<file path="config.mk">
export PLATFORM = sky130hd
export DESIGN_NAME = tcdc_top
export DESIGN_NICKNAME = d
export VERILOG_FILES = /design/src/core/tcdc_filter.v /design/src/core/tcdc_top.v
export VERILOG_INCLUDE_DIRS = /design/src /design/src/core
export SDC_FILE = /design/constraint.sdc
export NUM_CORES = 1
export LEC_CHECK = 0
export BUFFER_PORTS_ARGS = -buffer_cell sky130_fd_sc_hd__buf_2
export CORE_ASPECT_RATIO = 1.2
export CORE_UTILIZATION = 39
export CTS_CLUSTER_SIZE = 28
export DETAILED_ROUTE_END_ITERATION = 10
export GPL_ROUTABILITY_DRIVEN = 1
export SLEW_MARGIN = 20
export SYNTH_ARGS = -nofsm -noshare
export SYNTH_HDL_FRONTEND = slang
export SYNTH_SLANG_ARGS = --single-unit
</file>
<file path="constraint.sdc">
create_clock -name clk_in -period 3.3 [get_ports clk_in]
set_input_delay 0.33 -clock clk_in [delete_from_list [all_inputs] [get_ports clk_in]]
set_output_delay 0.33 -clock clk_in [all_outputs]
set_load 0.03 [all_outputs]
</file>
<file path="src/core/tcdc_regs.vh">
// register map, field positions and reset values of the timer capture block
`ifndef TCDC_REGS_VH
`define TCDC_REGS_VH

// bank selection pointer, reached at its full address
`define TCDC_RP_ADDR 8'hfd
`define TCDC_RP_RESET 8'h00

// expanded bank numbers
`define TCDC_BANK_NORMAL 4'h0
`define TCDC_BANK_TIMER 4'hd
`define TCDC_BANK_SYSTEM 4'hf

// timer bank register indexes
`define TCDC_IDX_CTRL 4'h1
`define TCDC_IDX_RELOAD_HI 4'h7
`define TCDC_IDX_WIDE_CAP_LO 4'h8
`define TCDC_IDX_WIDE_CAP_HI 4'h9
`define TCDC_IDX_NARROW_CAP_LO 4'ha
`define TCDC_IDX_NARROW_CAP_HI 4'hb

// control field positions
`define TCDC_CTRL_MODE 7
`define TCDC_CTRL_ROUTE 6
`define TCDC_CTRL_LOGIC_HI 5
`define TCDC_CTRL_LOGIC_LO 4
`define TCDC_CTRL_SUB_HI 3
`define TCDC_CTRL_SUB_LO 2
`define TCDC_CTRL_NARROW 1
`define TCDC_CTRL_WIDE 0
`define TCDC_CTRL_RESET 8'h00

// transmit submodes
`define TCDC_SUB_NORMAL 2'h0
`define TCDC_SUB_PINGPONG 2'h1
`define TCDC_SUB_FORCE_LO 2'h2
`define TCDC_SUB_FORCE_HI 2'h3

// glitch filter choices and their lengths in system clocks
`define TCDC_FLT_NONE 2'h0
`define TCDC_FLT_NONE_CYC 4'h1
`define TCDC_FLT_SHORT 2'h1
`define TCDC_FLT_LONG 2'h2
`define TCDC_FLT_SHORT_CYC 4'h4
`define TCDC_FLT_LONG_CYC 4'h8

// timer output combine functions
`define TCDC_LOGIC_AND 2'h0
`define TCDC_LOGIC_OR 2'h1
`define TCDC_LOGIC_NOR 2'h2
`define TCDC_LOGIC_NAND 2'h3

// demodulation edge choices
`define TCDC_EDGE_FALL 2'h0
`define TCDC_EDGE_RISE 2'h1
`define TCDC_EDGE_BOTH 2'h2

`endif

</file>
<file path="src/core/tcdc_filter.v">
// glitch filter that accepts a new input level only after it holds steady
`timescale 1ns/100ps
`include "tcdc_regs.vh"

module tcdc_filter (
  // clock and reset
  input wire clk_in,
  input wire reset_in,
  // filter choice and level
  input wire [1:0] filter_sel_in,
  input wire level_in,
  // filtered level
  output reg level_out
);

  reg [3:0] stable_q;
  reg [3:0] need;

  // required stable length for the chosen filter
  always @* begin
    case (filter_sel_in)
      `TCDC_FLT_SHORT: need = `TCDC_FLT_SHORT_CYC;
      `TCDC_FLT_LONG: need = `TCDC_FLT_LONG_CYC;
      default: need = `TCDC_FLT_NONE_CYC;
    endcase
  end

  // count cycles the differing level has held
  always @(posedge clk_in or posedge reset_in) begin
    if (reset_in) begin
      stable_q <= 4'h0;
      level_out <= 1'b0;
    end else if (level_in == level_out) begin
      stable_q <= 4'h0;
    end else if (stable_q + 4'h1 >= need) begin
      level_out <= level_in; // [RL19]
      stable_q <= 4'h0;
    end else begin
      stable_q <= stable_q + 4'h1;
    end
  end

endmodule

</file>
<file path="src/core/tcdc_top.v">
// bank pointer, common control and capture registers of the timer pair
`timescale 1ns/100ps
`include "tcdc_regs.vh"

// Notes on behaviour
// (RL1) pointer high nibble picks the 16-byte working group for short addresses
// (RL2) pointer low nibble zero leaves the low sixteen addresses on bank zero
// (RL3) nonzero low nibble swaps the low sixteen addresses to that bank
// (RL4) only banks 0, F and D exist; timer registers live in bank D
// (RL5) narrow high capture holds the count taken while input was one
// (RL6) narrow low capture holds the count taken while input was zero
// (RL7) both narrow captures load from the narrow counter output
// (RL8) wide capture splits into a high byte and a low byte register
// (RL9) writes leave the capture registers unchanged; reads return captures
// (RL10) bits 3:2 pick transmit submode or demodulation glitch filter
// (RL11) transmit bit 1 gives the narrow output initial level, zero default
// (RL12) demodulation bit 1 is the rising edge flag, write one clears
// (RL13) transmit bit 0 gives the wide output initial level, zero default
// (RL14) demodulation bit 0 is the falling edge flag, write one clears
// (RL15) mode bit zero means transmit, one means demodulation
// (RL16) transmit routing bit puts combined timer output on shared pin
// (RL17) demodulation routing bit picks which input pin is measured
// (RL18) port3 input captures also raise interrupt request two
// (RL19) filter accepts a level only after it stays stable long enough
module tcdc_top (
  // clock and reset
  input wire clk_in,
  input wire reset_in,
  // cpu register access
  input wire [7:0] reg_addr_in,
  input wire reg_short_in,
  input wire reg_wr_in,
  input wire reg_rd_in,
  input wire [7:0] reg_wdata_in,
  output reg [7:0] reg_rdata_out,
  output reg reg_hit_out,
  // address mapping toward the register file
  output reg [7:0] map_addr_out,
  output reg [3:0] map_bank_out,
  output reg map_expanded_out,
  output reg map_valid_out,
  // counting engines
  input wire [7:0] narrow_count_in,
  input wire [15:0] wide_count_in,
  input wire narrow_timer_output_in,
  input wire wide_timer_output_in,
  output reg capture_event_out,
  output reg demod_mode_out,
  output reg [1:0] transmit_submode_out,
  output reg narrow_init_level_out,
  output reg wide_init_level_out,
  output reg [7:0] wide_timer_reload_high_out,
  // pins
  input wire port3_demod_input_pin_in,
  input wire alternate_demod_input_pin_in,
  input wire port_data_in,
  output reg shared_timer_output_pin_out,
  output reg shared_timer_output_pin_oe_out,
  output reg interrupt_request_two_out
);

  //////////////////////////////////////////////////////////////////////////
  // helpers

  // full register address of an access
  function [7:0] tcdc_full_addr;
    input [7:0] addr;
    input short;
    input [7:0] rp;
    begin
      if (short)
        tcdc_full_addr = {rp[7:4], addr[3:0]}; // [RL1]
      else
        tcdc_full_addr = addr;
    end
  endfunction

  // true when the full address lands in a swapped expanded bank
  function tcdc_is_expanded;
    input [7:0] full;
    input [7:0] rp;
    begin
      tcdc_is_expanded = (full[7:4] == 4'h0) &&
        (rp[3:0] != `TCDC_BANK_NORMAL); // [RL2] [RL3]
    end
  endfunction

  //////////////////////////////////////////////////////////////////////////
  // registers

  reg [7:0] rp_q;
  reg [7:0] ctrl_q;
  reg narrow_init_q;
  reg wide_init_q;
  reg rise_flag_q;
  reg fall_flag_q;
  reg [7:0] reload_hi_q;
  reg [7:0] wide_cap_lo_q;
  reg [7:0] wide_cap_hi_q;
  reg [7:0] narrow_cap_lo_q;
  reg [7:0] narrow_cap_hi_q;

  // pin synchronisers and edge history
  reg p3_meta_q;
  reg p3_sync_q;
  reg alt_meta_q;
  reg alt_sync_q;
  reg demod_prev_q;

  wire [7:0] full_addr;
  wire expanded;
  wire timer_bank;
  wire rp_hit;
  wire demod;
  wire route;
  wire [1:0] logic_sel;
  wire [1:0] sub_sel;
  wire demod_raw;
  wire demod_level;
  wire rise;
  wire fall;
  wire ctrl_wr;
  wire clear_rise;
  wire clear_fall;
  reg capture;
  reg wide_eff;
  reg combined;
  reg [7:0] rdata;
  reg hit;

  //////////////////////////////////////////////////////////////////////////
  // address decode

  assign full_addr = tcdc_full_addr(reg_addr_in, reg_short_in, rp_q);
  assign expanded = tcdc_is_expanded(full_addr, rp_q);
  // only bank D is served here; 0 and F belong to other blocks
  assign timer_bank = expanded && (rp_q[3:0] == `TCDC_BANK_TIMER); // [RL4]
  assign rp_hit = (full_addr == `TCDC_RP_ADDR);
  assign ctrl_wr = reg_wr_in && timer_bank &&
    (full_addr[3:0] == `TCDC_IDX_CTRL);

  // control fields
  assign demod = ctrl_q[`TCDC_CTRL_MODE]; // [RL15]
  assign route = ctrl_q[`TCDC_CTRL_ROUTE];
  assign logic_sel = ctrl_q[`TCDC_CTRL_LOGIC_HI:`TCDC_CTRL_LOGIC_LO];
  assign sub_sel = ctrl_q[`TCDC_CTRL_SUB_HI:`TCDC_CTRL_SUB_LO];

  // write one clears a flag only in demodulation mode
  assign clear_rise = ctrl_wr && demod && reg_wdata_in[`TCDC_CTRL_NARROW];
  assign clear_fall = ctrl_wr && demod && reg_wdata_in[`TCDC_CTRL_WIDE];

  //////////////////////////////////////////////////////////////////////////
  // demodulation input path

  // two-stage synchronisers on both candidate input pins
  always @(posedge clk_in or posedge reset_in) begin
    if (reset_in) begin
      p3_meta_q <= 1'b0;
      p3_sync_q <= 1'b0;
      alt_meta_q <= 1'b0;
      alt_sync_q <= 1'b0;
    end else begin
      p3_meta_q <= port3_demod_input_pin_in;
      p3_sync_q <= p3_meta_q;
      alt_meta_q <= alternate_demod_input_pin_in;
      alt_sync_q <= alt_meta_q;
    end
  end

  // routing bit picks the measured pin
  assign demod_raw = route ? alt_sync_q : p3_sync_q; // [RL17]

  // glitch filter, choice from bits 3:2 in demodulation mode
  tcdc_filter u_filter (
    .clk_in(clk_in),
    .reset_in(reset_in),
    .filter_sel_in(sub_sel), // [RL10]
    .level_in(demod_raw),
    .level_out(demod_level)
  );

  // edge history of the filtered level
  always @(posedge clk_in or posedge reset_in) begin
    if (reset_in)
      demod_prev_q <= 1'b0;
    else
      demod_prev_q <= demod_level;
  end

  assign rise = demod && demod_level && !demod_prev_q;
  assign fall = demod && !demod_level && demod_prev_q;

  // capture on the selected edge kind
  always @* begin
    case (logic_sel)
      `TCDC_EDGE_FALL: capture = fall;
      `TCDC_EDGE_RISE: capture = rise;
      `TCDC_EDGE_BOTH: capture = rise || fall;
      default: capture = 1'b0;
    endcase
  end

  //////////////////////////////////////////////////////////////////////////
  // capture registers, loaded only by hardware

  always @(posedge clk_in or posedge reset_in) begin
    if (reset_in) begin
      narrow_cap_lo_q <= 8'h00;
      narrow_cap_hi_q <= 8'h00;
      wide_cap_lo_q <= 8'h00;
      wide_cap_hi_q <= 8'h00;
    end else if (capture) begin
      // the level that just ended decides high or low capture
      if (demod_prev_q)
        narrow_cap_hi_q <= narrow_count_in; // [RL5] [RL7]
      else
        narrow_cap_lo_q <= narrow_count_in; // [RL6] [RL7]
      wide_cap_hi_q <= wide_count_in[15:8]; // [RL8]
      wide_cap_lo_q <= wide_count_in[7:0]; // [RL8]
    end
  end

  //////////////////////////////////////////////////////////////////////////
  // software written registers

  // pointer, control, initial levels and reload byte
  always @(posedge clk_in or posedge reset_in) begin
    if (reset_in) begin
      rp_q <= `TCDC_RP_RESET;
      ctrl_q <= `TCDC_CTRL_RESET;
      narrow_init_q <= 1'b0; // [RL11]
      wide_init_q <= 1'b0; // [RL13]
      reload_hi_q <= 8'h00;
    end else if (reg_wr_in) begin
      if (rp_hit)
        rp_q <= reg_wdata_in;
      if (ctrl_wr) begin
        ctrl_q <= reg_wdata_in;
        // initial levels are taken while transmit mode is active
        if (!demod) begin
          narrow_init_q <= reg_wdata_in[`TCDC_CTRL_NARROW]; // [RL11]
          wide_init_q <= reg_wdata_in[`TCDC_CTRL_WIDE]; // [RL13]
        end
      end
      if (timer_bank && full_addr[3:0] == `TCDC_IDX_RELOAD_HI)
        reload_hi_q <= reg_wdata_in;
    end
  end

  // edge flags: a new edge wins over a clear in the same cycle
  always @(posedge clk_in or posedge reset_in) begin
    if (reset_in) begin
      rise_flag_q <= 1'b0;
      fall_flag_q <= 1'b0;
    end else begin
      if (rise)
        rise_flag_q <= 1'b1; // [RL12]
      else if (clear_rise)
        rise_flag_q <= 1'b0; // [RL12]
      if (fall)
        fall_flag_q <= 1'b1; // [RL14]
      else if (clear_fall)
        fall_flag_q <= 1'b0; // [RL14]
    end
  end

  //////////////////////////////////////////////////////////////////////////
  // read data

  always @* begin
    rdata = 8'h00;
    hit = 1'b0;
    if (rp_hit) begin
      rdata = rp_q;
      hit = 1'b1;
    end else if (timer_bank) begin
      hit = 1'b1;
      case (full_addr[3:0])
        `TCDC_IDX_CTRL: begin
          rdata = ctrl_q;
          // low two bits show flags or initial levels by mode
          rdata[`TCDC_CTRL_NARROW] = demod ? rise_flag_q :
            narrow_init_q; // [RL12]
          rdata[`TCDC_CTRL_WIDE] = demod ? fall_flag_q :
            wide_init_q; // [RL14]
        end
        `TCDC_IDX_RELOAD_HI: rdata = reload_hi_q;
        `TCDC_IDX_WIDE_CAP_LO: rdata = wide_cap_lo_q; // [RL9]
        `TCDC_IDX_WIDE_CAP_HI: rdata = wide_cap_hi_q; // [RL9]
        `TCDC_IDX_NARROW_CAP_LO: rdata = narrow_cap_lo_q; // [RL9]
        `TCDC_IDX_NARROW_CAP_HI: rdata = narrow_cap_hi_q; // [RL9]
        default: rdata = 8'h00;
      endcase
    end
  end

  // registered answer and mapped address
  always @(posedge clk_in or posedge reset_in) begin
    if (reset_in) begin
      reg_rdata_out <= 8'h00;
      reg_hit_out <= 1'b0;
      map_addr_out <= 8'h00;
      map_bank_out <= 4'h0;
      map_expanded_out <= 1'b0;
      map_valid_out <= 1'b0;
    end else begin
      reg_rdata_out <= reg_rd_in ? rdata : 8'h00;
      reg_hit_out <= (reg_rd_in || reg_wr_in) && hit;
      map_valid_out <= reg_rd_in || reg_wr_in;
      map_addr_out <= full_addr; // [RL1]
      map_expanded_out <= expanded; // [RL3]
      map_bank_out <= expanded ? rp_q[3:0] : `TCDC_BANK_NORMAL; // [RL2]
    end
  end

  //////////////////////////////////////////////////////////////////////////
  // transmit output path

  // forced submodes override the wide timer output
  always @* begin
    case (sub_sel)
      `TCDC_SUB_FORCE_LO: wide_eff = 1'b0; // [RL10]
      `TCDC_SUB_FORCE_HI: wide_eff = 1'b1; // [RL10]
      default: wide_eff = wide_timer_output_in;
    endcase
  end

  // combine both timer outputs
  always @* begin
    case (logic_sel)
      `TCDC_LOGIC_AND: combined = narrow_timer_output_in & wide_eff;
      `TCDC_LOGIC_OR: combined = narrow_timer_output_in | wide_eff;
      `TCDC_LOGIC_NOR: combined = ~(narrow_timer_output_in | wide_eff);
      `TCDC_LOGIC_NAND: combined = ~(narrow_timer_output_in & wide_eff);
      default: combined = 1'b0;
    endcase
  end

  //////////////////////////////////////////////////////////////////////////
  // engine and pin outputs

  always @(posedge clk_in or posedge reset_in) begin
    if (reset_in) begin
      shared_timer_output_pin_out <= 1'b0;
      shared_timer_output_pin_oe_out <= 1'b0;
      capture_event_out <= 1'b0;
      interrupt_request_two_out <= 1'b0;
      demod_mode_out <= 1'b0;
      transmit_submode_out <= `TCDC_SUB_NORMAL;
      narrow_init_level_out <= 1'b0;
      wide_init_level_out <= 1'b0;
      wide_timer_reload_high_out <= 8'h00;
    end else begin
      // shared pin: port data or combined timers in transmit mode
      shared_timer_output_pin_out <= route ? combined :
        port_data_in; // [RL16]
      shared_timer_output_pin_oe_out <= !demod; // [RL16]
      capture_event_out <= capture;
      // port3 sourced captures request interrupt two; masking is outside
      interrupt_request_two_out <= capture && !route; // [RL18]
      demod_mode_out <= demod; // [RL15]
      transmit_submode_out <= demod ? `TCDC_SUB_NORMAL : sub_sel; // [RL10]
      narrow_init_level_out <= narrow_init_q;
      wide_init_level_out <= wide_init_q;
      wide_timer_reload_high_out <= reload_hi_q;
    end
  end

endmodule

</file>
# Word level (Yosys, flattened, before mapping)
# Index checks and enable logic that the tools add are counted.
[op_classes]
add_sub_neg = 1
n_lt_le_gt_ge = 1
eq_ne = 15
n_mux = 23
bitwise = 7
reduce_logical = 32
[op_table]
columns = ["cell", "n"]
rows = [
  ["one-hot mux 8 bit (6 select lines)", 1],
  ["two-way mux 8 bit", 4],
  ["== test 4 bit (second input constant)", 5],
  ["logical AND 1 bit", 14],
  ["two-way mux 4 bit", 3],
  ["AND reduction 2 bit", 6],
  ["two-way mux 1 bit", 10],
  ["== test 2 bit (second input constant)", 4],
  ["== test 8 bit (second input constant)", 1],
  ["one-hot mux 4 bit (2 select lines)", 1],
  ["NOT 1 bit", 5],
  ["adder 4 x 1 -> 4 bit (second input constant)", 1],
  ["== test 2 x 1 -> 1 bit (second input constant)", 2],
  ["== test 4 x 1 -> 1 bit (second input constant)", 1],
  ["== test 4 x 3 -> 1 bit (second input constant)", 1],
  [">= comparator 4 bit", 1],
  ["zero test 1 bit", 4],
  ["zero test 4 bit", 1],
  ["one-hot mux 1 bit (4 select lines)", 1],
  ["nonzero test 2 bit", 2],
  ["nonzero test 4 bit", 1],
  ["one-hot mux 1 bit (3 select lines)", 1],
  ["AND reduction 3 bit", 1],
  ["zero test 2 bit", 1],
  ["other kinds (6)", 7],
]
[totals]
ff_bits = 110
input_bits = 50
wordCells = 112

# Depth between registers and ports, before layout
# Gate-level depths: netlist of run 1.
[depth]
word_depth = 10
depth_mapped = 7
depth_no_buf = 7

# By module
# From an unflattened synthesis of run 1, not the netlist that was laid out.
[hier_totals]
hier_cells = 318
area_unflattened_um2 = 4563.1
[modules_own_cells]
columns = ["module", "n_inst", "cells_per_inst", "area_each_um2"]
rows = [
  ["tcdc_top", 1, 287, 4244.1],
  ["tcdc_filter", 1, 31, 319.1],
]

# Worst setup path before layout of run 1
# No wires, ideal clock.
[synth_timing]
path_kind = "flip-flop to flip-flop"
startpoint = "reg ctrl_q[2]"
endpoint = "reg u_filter.level_out"
setup_time_ns = 0.133
arrival_ns = 1.809
required_time_ns = 3.167
setup_slack_ns = 1.359
stages_incl_launch_ff = 8
n_path_buf = 0
period_less_slack_ns = 1.941
cell_sequence = "dfrtp_1 -> inv_1 -> ha_1 -> ha_1 -> or3b_2 -> a21oi_1 -> o21ai_0 -> mux2i_1"
[synth_between]
elab_chain_len = 4
word_cells_on_any_way = 5
classes_between = "order compare: 1; eq/ne: 2; mux: 1; reduce/logical: 1"
[synth_rtl]
columns = ["item", "line_no", "rtl"]
rows = [
  ["start: declaration", "tcdc_top.v:92", "reg [7:0] ctrl_q;"],
  ["start signal: assignment", "tcdc_top.v:230", "ctrl_q <= `TCDC_CTRL_RESET;"],
  ["start signal: assignment", "tcdc_top.v:238", "ctrl_q <= reg_wdata_in;"],
  ["== test 2 bit or == test 2 x 1 -> 1 bit (tied branches)", "tcdc_filter.v:21", "case (filter_sel_in)"],
  ["one-hot mux 4 bit (2 select lines) *", "tcdc_filter.v:21", ""],
  [">= comparator 4 bit *", "tcdc_filter.v:35", "end else if (stable_q + 4'h1 >= need) begin"],
  ["AND reduction 2 bit (no line) *", "-", ""],
  ["end signal: assignment", "tcdc_filter.v:36", "level_out <= level_in;"],
  ["end: declaration", "tcdc_filter.v:13", "output reg level_out"],
]
# Mark *: on every way between the ends. The rest lies on a longest branch, timed or not.
# A chain may end at the register's enable or synchronous reset.

# Worst setup path after layout of run 1
[layout_timing]
startpoint = "reg ctrl_q[7]"
endpoint = "reg wide_cap_lo_q[4]"
[layout_between]
elab_chain_len = 4
word_cells_on_any_way = 6
classes_between = "mux: 1; reduce/logical: 5"
[layout_rtl]
columns = ["item", "line_no", "rtl"]
rows = [
  ["logical AND 1 bit (on tied branches) (2 in series)", "tcdc_top.v:190, tcdc_top.v:191", ""],
  ["logical OR 1 bit", "tcdc_top.v:198", "`TCDC_EDGE_BOTH: capture = rise || fall;"],
  ["one-hot mux 1 bit (3 select lines) *", "tcdc_top.v:195", "case (logic_sel)"],
  ["end signal: assignment", "tcdc_top.v:219", "wide_cap_lo_q <= wide_count_in[7:0];"],
  ["end: declaration", "tcdc_top.v:98", "reg [7:0] wide_cap_lo_q;"],
]
# Marked as above.

==> results of run 1 <==
[metrics by stage]
step,util,instance area [um^2]
after floorplan,-,4610
after global placement,0.452,5220
after global routing,0.482,5580
final,0.482,5580
after CTS,0.482,5580
after detailed placement,0.452,5220
[final cells by class]
type	count	area, um^2	share of cell area
Sequential cell	108	2700	0.485
Multi-Input combinational cell	195	1780	0.320
Timing Repair Buffer	93	475	0.0853
Clock buffer	12	256	0.0460
Tap cell	157	196	0.0352
Clock inverter	4	95.1	0.0171
Inverter	17	66.3	0.0119
[Yosys cell counts, types with 4 or more instances]
cell type    n  area share
a21oi_1      4      0.0043
a221oi_1     4      0.0076
a22o_1       9       0.017
and2_1       6      0.0081
and4b_1      6       0.013
clkbuf_1    11      0.0089
dfrtp_1    108        0.59
ha_1         6       0.016
inv_1       17       0.014
mux2_2      63        0.15
mux2i_1      7       0.015
nand2_1      6      0.0049
nand3_1      4      0.0043
nor2_1      10      0.0081
nor2b_1      9       0.012
o2bb2ai_1    8       0.015
[logic make-up after synthesis]
logic type | after synthesis | synth area share
AND/OR/NAND/NOR | 64 | 0.0971
buffers and inverters | 32 | 0.0279
XOR/XNOR | 4 | 0.00759
adder cells (fa/ha/maj) | 7 | 0.0184
AO/OA/AOI/OAI | 49 | 0.0919
multiplexers | 71 | 0.171
flip-flops | 108 | 0.586
[registers in the layout, indices dropped and copies added, names as in the netlist, 2 cells and up]
signal,count
reload_hi_q,8
narrow_cap_lo_q,8
narrow_cap_hi_q,8
wide_timer_reload_high_out,8
map_bank_out,4
wide_cap_lo_q,8
rp_q,8
ctrl_q,6
reg_rdata_out,8
map_addr_out,8
u_filter.stable_q,4
wide_cap_hi_q,8
transmit_submode_out,2
[critical path, stage by stage (launching register included)]
cell and delay (ns):
dfrtp_1 0.58, inv_1 0.10, or3_1 0.38, o22ai_2 0.76, mux2_2 0.42
[metal layers]
| layer | GRT usage | routed length (um) | up-vias |
|---|---|---|---|
| met5 | 0 | 0 | - |
| met4 | 0.0842 | 211 | 0 |
| met3 | 0.0403 | 517 | 12 |
| met2 | 0.293 | 5160 | 98 |
| met1 | 0.229 | 4470 | 1500 |
| li1 | - | - | 1401 |
[final timing paths]
check	startpoint	end	depth (start not counted)
worst max-delay path	ctrl_q[7]	wide_cap_lo_q[4]	4
worst min-delay path	port3_demod_input_pin_in	p3_meta_q	1
worst max register to register	ctrl_q[7]	wide_cap_lo_q[4]	4
worst min register to register	p3_meta_q	p3_sync_q	0
max in group asynchronous	reset_in	map_valid_out	3
min in group asynchronous	reset_in	wide_cap_lo_q[4]	2
[power by group]
group | leakage (nW) | internal, W | switching, W
clock | 0.173 | 0.000782 | 0.000460
sequential | 1.46 | 0.00133 | 0.00000381
combinational | 1.17 | 0.0000454 | 0.0000980
==> results.txt, run 1 <==
----------------------------------------------------
[Placement]
  Count of input and output buffers ... 89
  Gp weighted congestion ... 0.808
  Cell count after placement ... 570
  Worst setup slack before clock tree synthesis ... 0.951 ns
  DPL Wire Length ... 7580 um

[Drt]
  First-pass iteration count of the detailed router ... 7
  Post-detailed-routing wire length ... 10400 um
  Starting DRT DRC Count ... 207
  Routed vias ... 3011
  Via/cell ratio ... 5.14
  Post-route antenna net violation count ... 0
  Wire per inst ... 17.7 um
  Drc violations ... 0

[STA]
  Final setup vio count ... 0
  Slew Limit Fails ... 0
  Min Hold Slack ... 0.0939 ns
  Fin. Hold Viols ... 0
  Final worst slack ... 0.936 ns
  Period utilisation layout ... 0.716
  Final TNS setup ... 0 ns
  RSZ-0062 raised after global routing ... false
  Post-layout minimum cycle time ... 2.36 ns
  Slew Limit Headroom ... 0.356
  Worst Clk Skew ... 0.00798 ns
  Transition time at the pin with the least slew margin ... 0.966 ns
  Fmax ... 423 MHz

[Worst setup path]
  Worst EP arrival ... 2.60 ns
  Critical setup path kind ... reg -> reg
  Setup crit start kind ... flip-flop
  Largest fanout on the critical path ... 18
  Register-to-register setup slack ... 0.94 ns
  Type of destination of the critical path ... flip-flop
  Required time at the endpoint of the critical path ... 3.53 ns

[Global route]
  Total grt overflow ... 0
  Maximum number of pins on one net before global-route repair ... 71
  Vias in the first global route ... 3058
  Number of antenna violations at the first check in global routing ... 0
  GR Util All Layers ... 0.181
  Wire length of the first global-routing pass ... 16300 um

[Clocking]
  Insertion delay of the later-clocked pin in the worst-skew pair ... 0.35 ns
  TritonCTS clock tree ... done
  Count of instances resized after the clock tree is built ... 0
  Clock sinks ... 108
  Deepest level of the CTS H-tree ... 3
  Clock root buffer master ... clkbuf_16
  Deepest clock path buffer count ... 2
  Number of buffers inserted for hold repair after clock tree synthesis ... 0
  Clock transition at path regs ... 0.06 ns
  Number of post-CTS setup repair buffers ... 0
  Inserted Clock Buffers ... 9

[Layout]
  Fill cell instance count of the final layout ... 1062
  Synthesis-to-finish area growth ... 20.8%
  Leading cell types in the layout, fill and taps excluded ... dfrtp_1, buf_2, mux2_2
  Ratio of cells with drive above 1 in the final layout ... 0.422
  Final #Nets ... 480
  Antenna Cells ... 0
  Leading cell type in the layout, fill and taps excluded ... dfrtp_1
  Number of standard cells in the final layout excluding fillers ... 586

[Die]
  Initial core utilization ... 0.399
  Die area ... 0.0123 mm^2
  Chip height ... 121 um
  Core footprint ... 0.0116 mm^2
  I/O pin count ... 90
  Placement row count ... 43
  Die Wd ... 101 um

[Run status]
  Outcome ... complete, no violations

[Min path]
  Type of the tightest min-delay check ... in -> reg

[Logic synthesis]
  Most used flip-flop cell after synthesis ... dfrtp_1
  Syn_area_per_cell ... 13.8 um^2
  Synth Cell Area ... 0.00461 mm^2
  Total of flip-flops plus latches after synthesis ... 108
  Register area share after synthesis ... 0.586
  Post-synthesis cell type count ... 54
  Total nets after synthesis ... 391
  Post-Synthesis Cells ... 335
  Number of warnings printed during yosys synthesis ... 0
  Number of flops mapped to enable cells by yosys ... 0
  Async set-or-reset flop fraction in the synthesized netlist ... 1.00

[Pwr]
  Leakage power total ... 2.80 nW
  Pwr per Cell Area ... 488 mW/mm^2
  Worst-case vdd ir drop ... 0.275 mV
  Overall power consumption ... 0.00272 W

[Run]
  Count of maximum capacitance violations ... 0

----------------------------------------------------
(Power assumes the default switching activity.)
==> inputs of run 2 (changes only) <==
clock period = 2.4 ns   (was 3.3 ns; I/O delays follow)
==> run 2 against run 1 <==
Sequential power grew 37%. First-iteration DRC count shrank 17%. Critical path depth is the same. Die area is the same. Count of clock-buffer cells in the layout shrank 1. Cell count grew 0.51%. Cell area is essentially flat. Utilization is essentially flat. Non-clock buffer count grew 4. Global-route usage grew 0.63 points. Via count is essentially flat. Setup slack lost 0.61 ns. Critical path type unchanged. Critical endpoint is now reload_hi_q[0]. Largest power group unchanged.
==> results.txt, run 2 (synthesis results as in run 1) <==
----------------------------------------------------
[Worst setup path]
  Setup crit start kind ... flip-flop
  Crit path buffers/inverters ... 0
  Crit path to ... reload_hi_q[0]
  Largest fanout on the critical path ... 8
  Worst flop-to-flop path endpoint ... reload_hi_q[0]
  CP delay by family, top ... simple AND/OR/NAND/NOR gates
  Worst-path cell with the longest stage delay ... or4b_1
  Number of cells on the worst reg-to-reg path ... 4
  Required time at the endpoint of the critical path ... 2.63 ns
  Critical setup path kind ... reg -> reg
  Worst EP arrival ... 2.30 ns
  Crit path launch ... rp_q[6]
  Critical Path Max Stage Delay ... 0.61 ns
  Startpoint of the lowest-slack register-to-register path ... rp_q[6]
  Cell-by-cell listing of the critical path ... or4b_1 > o22ai_4 > nand4_4 > mux2_1
  Number of logic stages on the critical path including buffering ... 4
  Type of destination of the critical path ... flip-flop
  Register-to-register setup slack ... 0.33 ns

[Layout]
  Antenna Cells ... 0
  Ratio of cells with drive above 1 in the final layout ... 0.424
  Leading cell types in the layout, fill and taps excluded ... dfrtp_1, buf_2, mux2_2
  Layout Utilization ... 0.482
  Post-route standard cell area excluding fillers ... 0.00557 mm^2
  Leading cell type in the layout, fill and taps excluded ... dfrtp_1
  Final #Nets ... 484
  Synthesis-to-finish area growth ... 20.8%

[Pwr]
  Pwr per Cell Area ... 634 mW/mm^2
  Worst-case vdd ir drop ... 0.390 mV
  Register share of total power ... 0.521
  Internal power component ... 0.00276 W
  Leakage power total ... 2.80 nW
  Combinational Power Share ... 0.057
  Sw frac ... 0.219
  Relative contribution of the clock network to total power ... 0.422
  Net switching component of the power ... 0.000775 W

[Clocking]
  Number of post-CTS setup repair buffers ... 0
  Clock sinks ... 108
  Number of buffers inserted for hold repair after clock tree synthesis ... 2
  TritonCTS clock tree ... done
  Clock root buffer master ... clkbuf_16
  Deepest level of the CTS H-tree ... 3
  Insertion delay of the later-clocked pin in the worst-skew pair ... 0.35 ns
  Count of instances resized after the clock tree is built ... 0
  Clock transition at path regs ... 0.07 ns
  Inserted Clock Buffers ... 9
  Deepest clock path buffer count ... 2

[Die]
  Placement row count ... 43
  Core footprint ... 0.0116 mm^2
  Die Wd ... 101 um
  Chip height ... 121 um
  Die area ... 0.0123 mm^2
  Initial core utilization ... 0.399
  I/O pin count ... 90

[Drt]
  Routed vias ... 3010
  Via/cell ratio ... 5.11
  First-pass iteration count of the detailed router ... 4
  Starting DRT DRC Count ... 171
  Post-detailed-routing wire length ... 10500 um
  Post-route antenna net violation count ... 0
  Wire per inst ... 17.8 um
  Drc violations ... 0

[Global route]
  Wire length of the first global-routing pass ... 16800 um
  GR Util All Layers ... 0.187
  Total grt overflow ... 0
  Maximum number of pins on one net before global-route repair ... 109
  Number of antenna violations at the first check in global routing ... 0
  Vias in the first global route ... 3055

[STA]
  Final TNS setup ... 0 ns
  Period utilisation layout ... 0.864
  Slew Limit Headroom ... 0.575
  Transition time at the pin with the least slew margin ... 0.636 ns
  Slew Limit Fails ... 0
  Worst Clk Skew ... 0.00659 ns
  RSZ-0062 raised after global routing ... false
  Post-layout minimum cycle time ... 2.07 ns
  Fmax ... 482 MHz
  Final setup vio count ... 0
  Fin. Hold Viols ... 0

[Min path]
  Type of the tightest min-delay check ... in -> async

[Placement]
  Count of input and output buffers ... 89
  DPL Wire Length ... 7620 um
  Placed instance area ... 0.00525 mm^2
  Gp weighted congestion ... 0.806

[Run status]
  Outcome ... complete, no violations

[Run]
  Count of maximum capacitance violations ... 0

----------------------------------------------------
[run 2: cell type report]
class,instances,area (um^2)
well taps,157,196
inverters,17,67.6
repair buffers,97,523
clock buffers,11,253
clock inverters,4,48.8
fillers,1044,5990
flip-flops and latches,108,2700
multi-input cells,195,1780
[run 2: how the worst min path moves through the flow]
stage,startpoint,to,slack [ns],cells past startpoint
after floorplan,alternate_demod_input_pin_in,alt_meta_q,0.27,0
after detailed placement,p3_meta_q,p3_sync_q,0.34,0
after CTS,reset_in,transmit_submode_out[0],0.09,3
after global routing,port_data_in,shared_timer_output_pin_out,0.11,2
after global placement,alt_meta_q,alt_sync_q,0.33,0
final,reset_in,transmit_submode_out[0],0.05,3
[run 2: tightest hold or removal path, delay by kind of cell]
kind	cells	cell delay, ns
buf+inv	3	0.60
[run 2: power groups by stage]
stage / registers [W] / logic (W) / clock network (W)
6_report: 0.00184 / 0.000201 / 0.00149
5_1_grt: 0.00184 / 0.000223 / 0.00160
3_3_place_gp: 0.00187 / 0.000199 / 0
3_5_place_dp: 0.00187 / 0.000202 / 0
2_1_floorplan: 0.00189 / 0.0000906 / 0
4_1_cts: 0.00184 / 0.000205 / 0.00153
[run 2: metal layers]
layer  vias up  routed length (um)  share of wire  global-route usage
li1       1411                   -              -                   -
met3        23                 422          0.040              0.0380
met4         0                 346          0.033              0.0987
met2        86                5100           0.49               0.291
met5         -                   0              0                   0
met1      1490                4600           0.44               0.245
[run 2: through the flow]
step	hold slack (ns)	worst slack [ns]	total power, W	std cells
detailed placement	0.336	0.326	0.00208	572
CTS	0.0857	0.312	0.00357	589
floorplan	0.271	0.459	0.00198	335
global route	0.115	0.122	0.00366	589
global placement	0.333	0.388	0.00207	572
finish	0.0453	0.326	0.00353	589
==> inputs of run 3 (changes only) <==
CORE_ASPECT_RATIO = default   (was 1.2)
CORE_MARGIN = 10   (was default)
CORE_UTILIZATION = 30   (was 39)
==> run 3 against run 2 <==
Non-clock buffer count grew 2. Maximum frequency shrank 0.84%. First-iteration DRC count is 18% higher. Cell count is 5.8% higher. Clock skew grew 0.0035 ns. Count of clock-buffer cells in the layout increased by 1. Flip-flop and latch count unchanged. Global-route usage is 6.8 points lower. Largest cell class unchanged. Largest power group unchanged. Highest routed layer unchanged.
==> results.txt, run 3 (synthesis results as in run 1) <==
----------------------------------------------------
[Placement]
  Count of input and output buffers ... 89
  Gp weighted congestion ... 0.813
  Worst setup slack before clock tree synthesis ... 0.316 ns
  Cell count after placement ... 605
  DPL Wire Length ... 9080 um

[Clocking]
  TritonCTS clock tree ... done
  Count of instances resized after the clock tree is built ... 0
  Insertion delay of the later-clocked pin in the worst-skew pair ... 0.35 ns
  Deepest clock path buffer count ... 2
  Deepest level of the CTS H-tree ... 3
  Clock transition at path regs ... 0.07 ns
  Clock sinks ... 108
  Number of post-CTS setup repair buffers ... 0
  Clock root buffer master ... clkbuf_16
  Number of buffers inserted for hold repair after clock tree synthesis ... 2
  Inserted Clock Buffers ... 9

[Drt]
  First-pass iteration count of the detailed router ... 4
  Wire per inst ... 19.3 um
  Routed vias ... 3078
  Via/cell ratio ... 4.94
  Starting DRT DRC Count ... 202
  Drc violations ... 0
  Post-detailed-routing wire length ... 12000 um
  Post-route antenna net violation count ... 0

[Worst setup path]
  Worst-path cell with the longest stage delay ... or4b_1
  Crit path buffers/inverters ... 0
  Cell-by-cell listing of the critical path ... or4b_1 > o22ai_4 > o2111ai_2 > o2bb2ai_1
  Critical Path Max Stage Delay ... 0.61 ns
  Type of destination of the critical path ... flip-flop
  Critical setup path kind ... reg -> reg
  CP delay by family, top ... compound AO/OA/AOI/OAI gates
  Worst EP arrival ... 2.35 ns
  Required time at the endpoint of the critical path ... 2.66 ns
  Largest fanout on the critical path ... 8
  Setup crit start kind ... flip-flop

[Layout]
  Synthesis-to-finish area growth ... 22.9%
  Leading cell type in the layout, fill and taps excluded ... dfrtp_1
  Antenna Cells ... 0
  Leading cell types in the layout, fill and taps excluded ... dfrtp_1, buf_2, mux2_2
  Ratio of cells with drive above 1 in the final layout ... 0.428
  Number of standard cells in the final layout excluding fillers ... 623
  Layout Utilization ... 0.374
  Final #Nets ... 486

[Global route]
  Met2 global-route usage ... 0.180
  Maximum number of pins on one net before global-route repair ... 109
  Most heavily used metal layer in global routing ... met2
  Met3 Use GR ... 0.0390
  Total grt overflow ... 0
  Vias in the first global route ... 3252
  Number of antenna violations at the first check in global routing ... 0
  Wire length of the first global-routing pass ... 18900 um
  GR Util All Layers ... 0.120
  Global routing usage on met1 ... 0.154

[Pwr]
  Leakage power total ... 2.83 nW
  Net switching component of the power ... 0.000816 W
  Internal power component ... 0.00291 W
  Pwr per Cell Area ... 657 mW/mm^2
  Combinational Power Share ... 0.055
  Register share of total power ... 0.494
  Sw frac ... 0.219
  Relative contribution of the clock network to total power ... 0.452
  Worst-case vdd ir drop ... 0.325 mV

[STA]
  Min Hold Slack ... 0.0215 ns
  Worst Clk Skew ... 0.0101 ns
  Transition time at the pin with the least slew margin ... 0.611 ns
  Final worst slack ... 0.308 ns
  Slew Limit Fails ... 0
  Final TNS setup ... 0 ns
  Final setup vio count ... 0
  Fin. Hold Viols ... 0
  RSZ-0062 raised after global routing ... false
  Period utilisation layout ... 0.872
  Slew Limit Headroom ... 0.592
  Post-layout minimum cycle time ... 2.09 ns
  Fmax ... 478 MHz

[Die]
  Chip height ... 144 um
  Core footprint ... 0.0151 mm^2
  I/O pin count ... 90
  Die Wd ... 144 um
  Initial core utilization ... 0.305
  Die area ... 0.0207 mm^2
  Placement row count ... 45

[Min path]
  Type of the tightest min-delay check ... in -> async

[Run status]
  Outcome ... complete, no violations

[Run]
  Count of maximum capacitance violations ... 0

----------------------------------------------------
[run 3: cell count changes in the layout (fill, tap and decap cells not counted), sizes merged]
cell	delta
buf	+2
bufinv	+1
clkbuf	+1
clkinv	-3
inv	+2
[run 3: stage by stage]
step | total power, W | area, um^2
after floorplan | 0.00198 | 4620
after detailed placement | 0.00208 | 5310
after global routing | 0.00387 | 5670
after CTS | 0.00377 | 5670
final | 0.00373 | 5670
after global placement | 0.00208 | 5310
[run 3: power groups by stage]
| stage | logic, W | registers (W) | clock network, W |
|---|---|---|---|
| after detailed placement | 0.000206 | 0.00187 | 0 |
| after global placement | 0.000203 | 0.00187 | 0 |
| final | 0.000204 | 0.00184 | 0.00168 |
| after CTS | 0.000210 | 0.00184 | 0.00172 |
| after floorplan | 0.0000906 | 0.00189 | 0 |
| after global routing | 0.000228 | 0.00184 | 0.00180 |
[run 3: worst reg2reg max path: stages (launching register included)]
cell and delay (ns):
dfrtp_1 0.42, or4b_1 0.61, o22ai_4 0.32, o2111ai_2 0.35, o2bb2ai_1 0.30
[run 3: per-layer routing]
metal / part of all wire / vias to the layer above
li1: - / 1422
met1: 0.44 / 1561
met5: 0 / -
met3: 0.064 / 16
met2: 0.47 / 79
met4: 0.020 / 0
[run 3: area by class of cell]
cell class | count | area (um^2)
flip-flops and latches | 108 | 2700
inverters | 17 | 67.6
fillers | 1453 | 9480
clock inverters | 4 | 77.6
well taps | 188 | 235
repair buffers | 99 | 538
multi-input cells | 195 | 1780
clock buffers | 12 | 267
[run 3: path summary, 6_finish.rpt]
check / startpoint / to / slack (ns) / depth (start not counted)
setup reg to reg: rp_q[6] / reg_rdata_out[2] / 0.31 / 4
min in group clk_in: port_data_in / shared_timer_output_pin_out / 0.11 / 2
hold / removal: reset_in / shared_timer_output_pin_oe_out / 0.02 / 3
setup / recovery: rp_q[6] / reg_rdata_out[2] / 0.31 / 4
hold reg to reg: alt_meta_q / alt_sync_q / 0.35 / 0
max in group asynchronous: reset_in / u_filter.level_out / 1.91 / 3
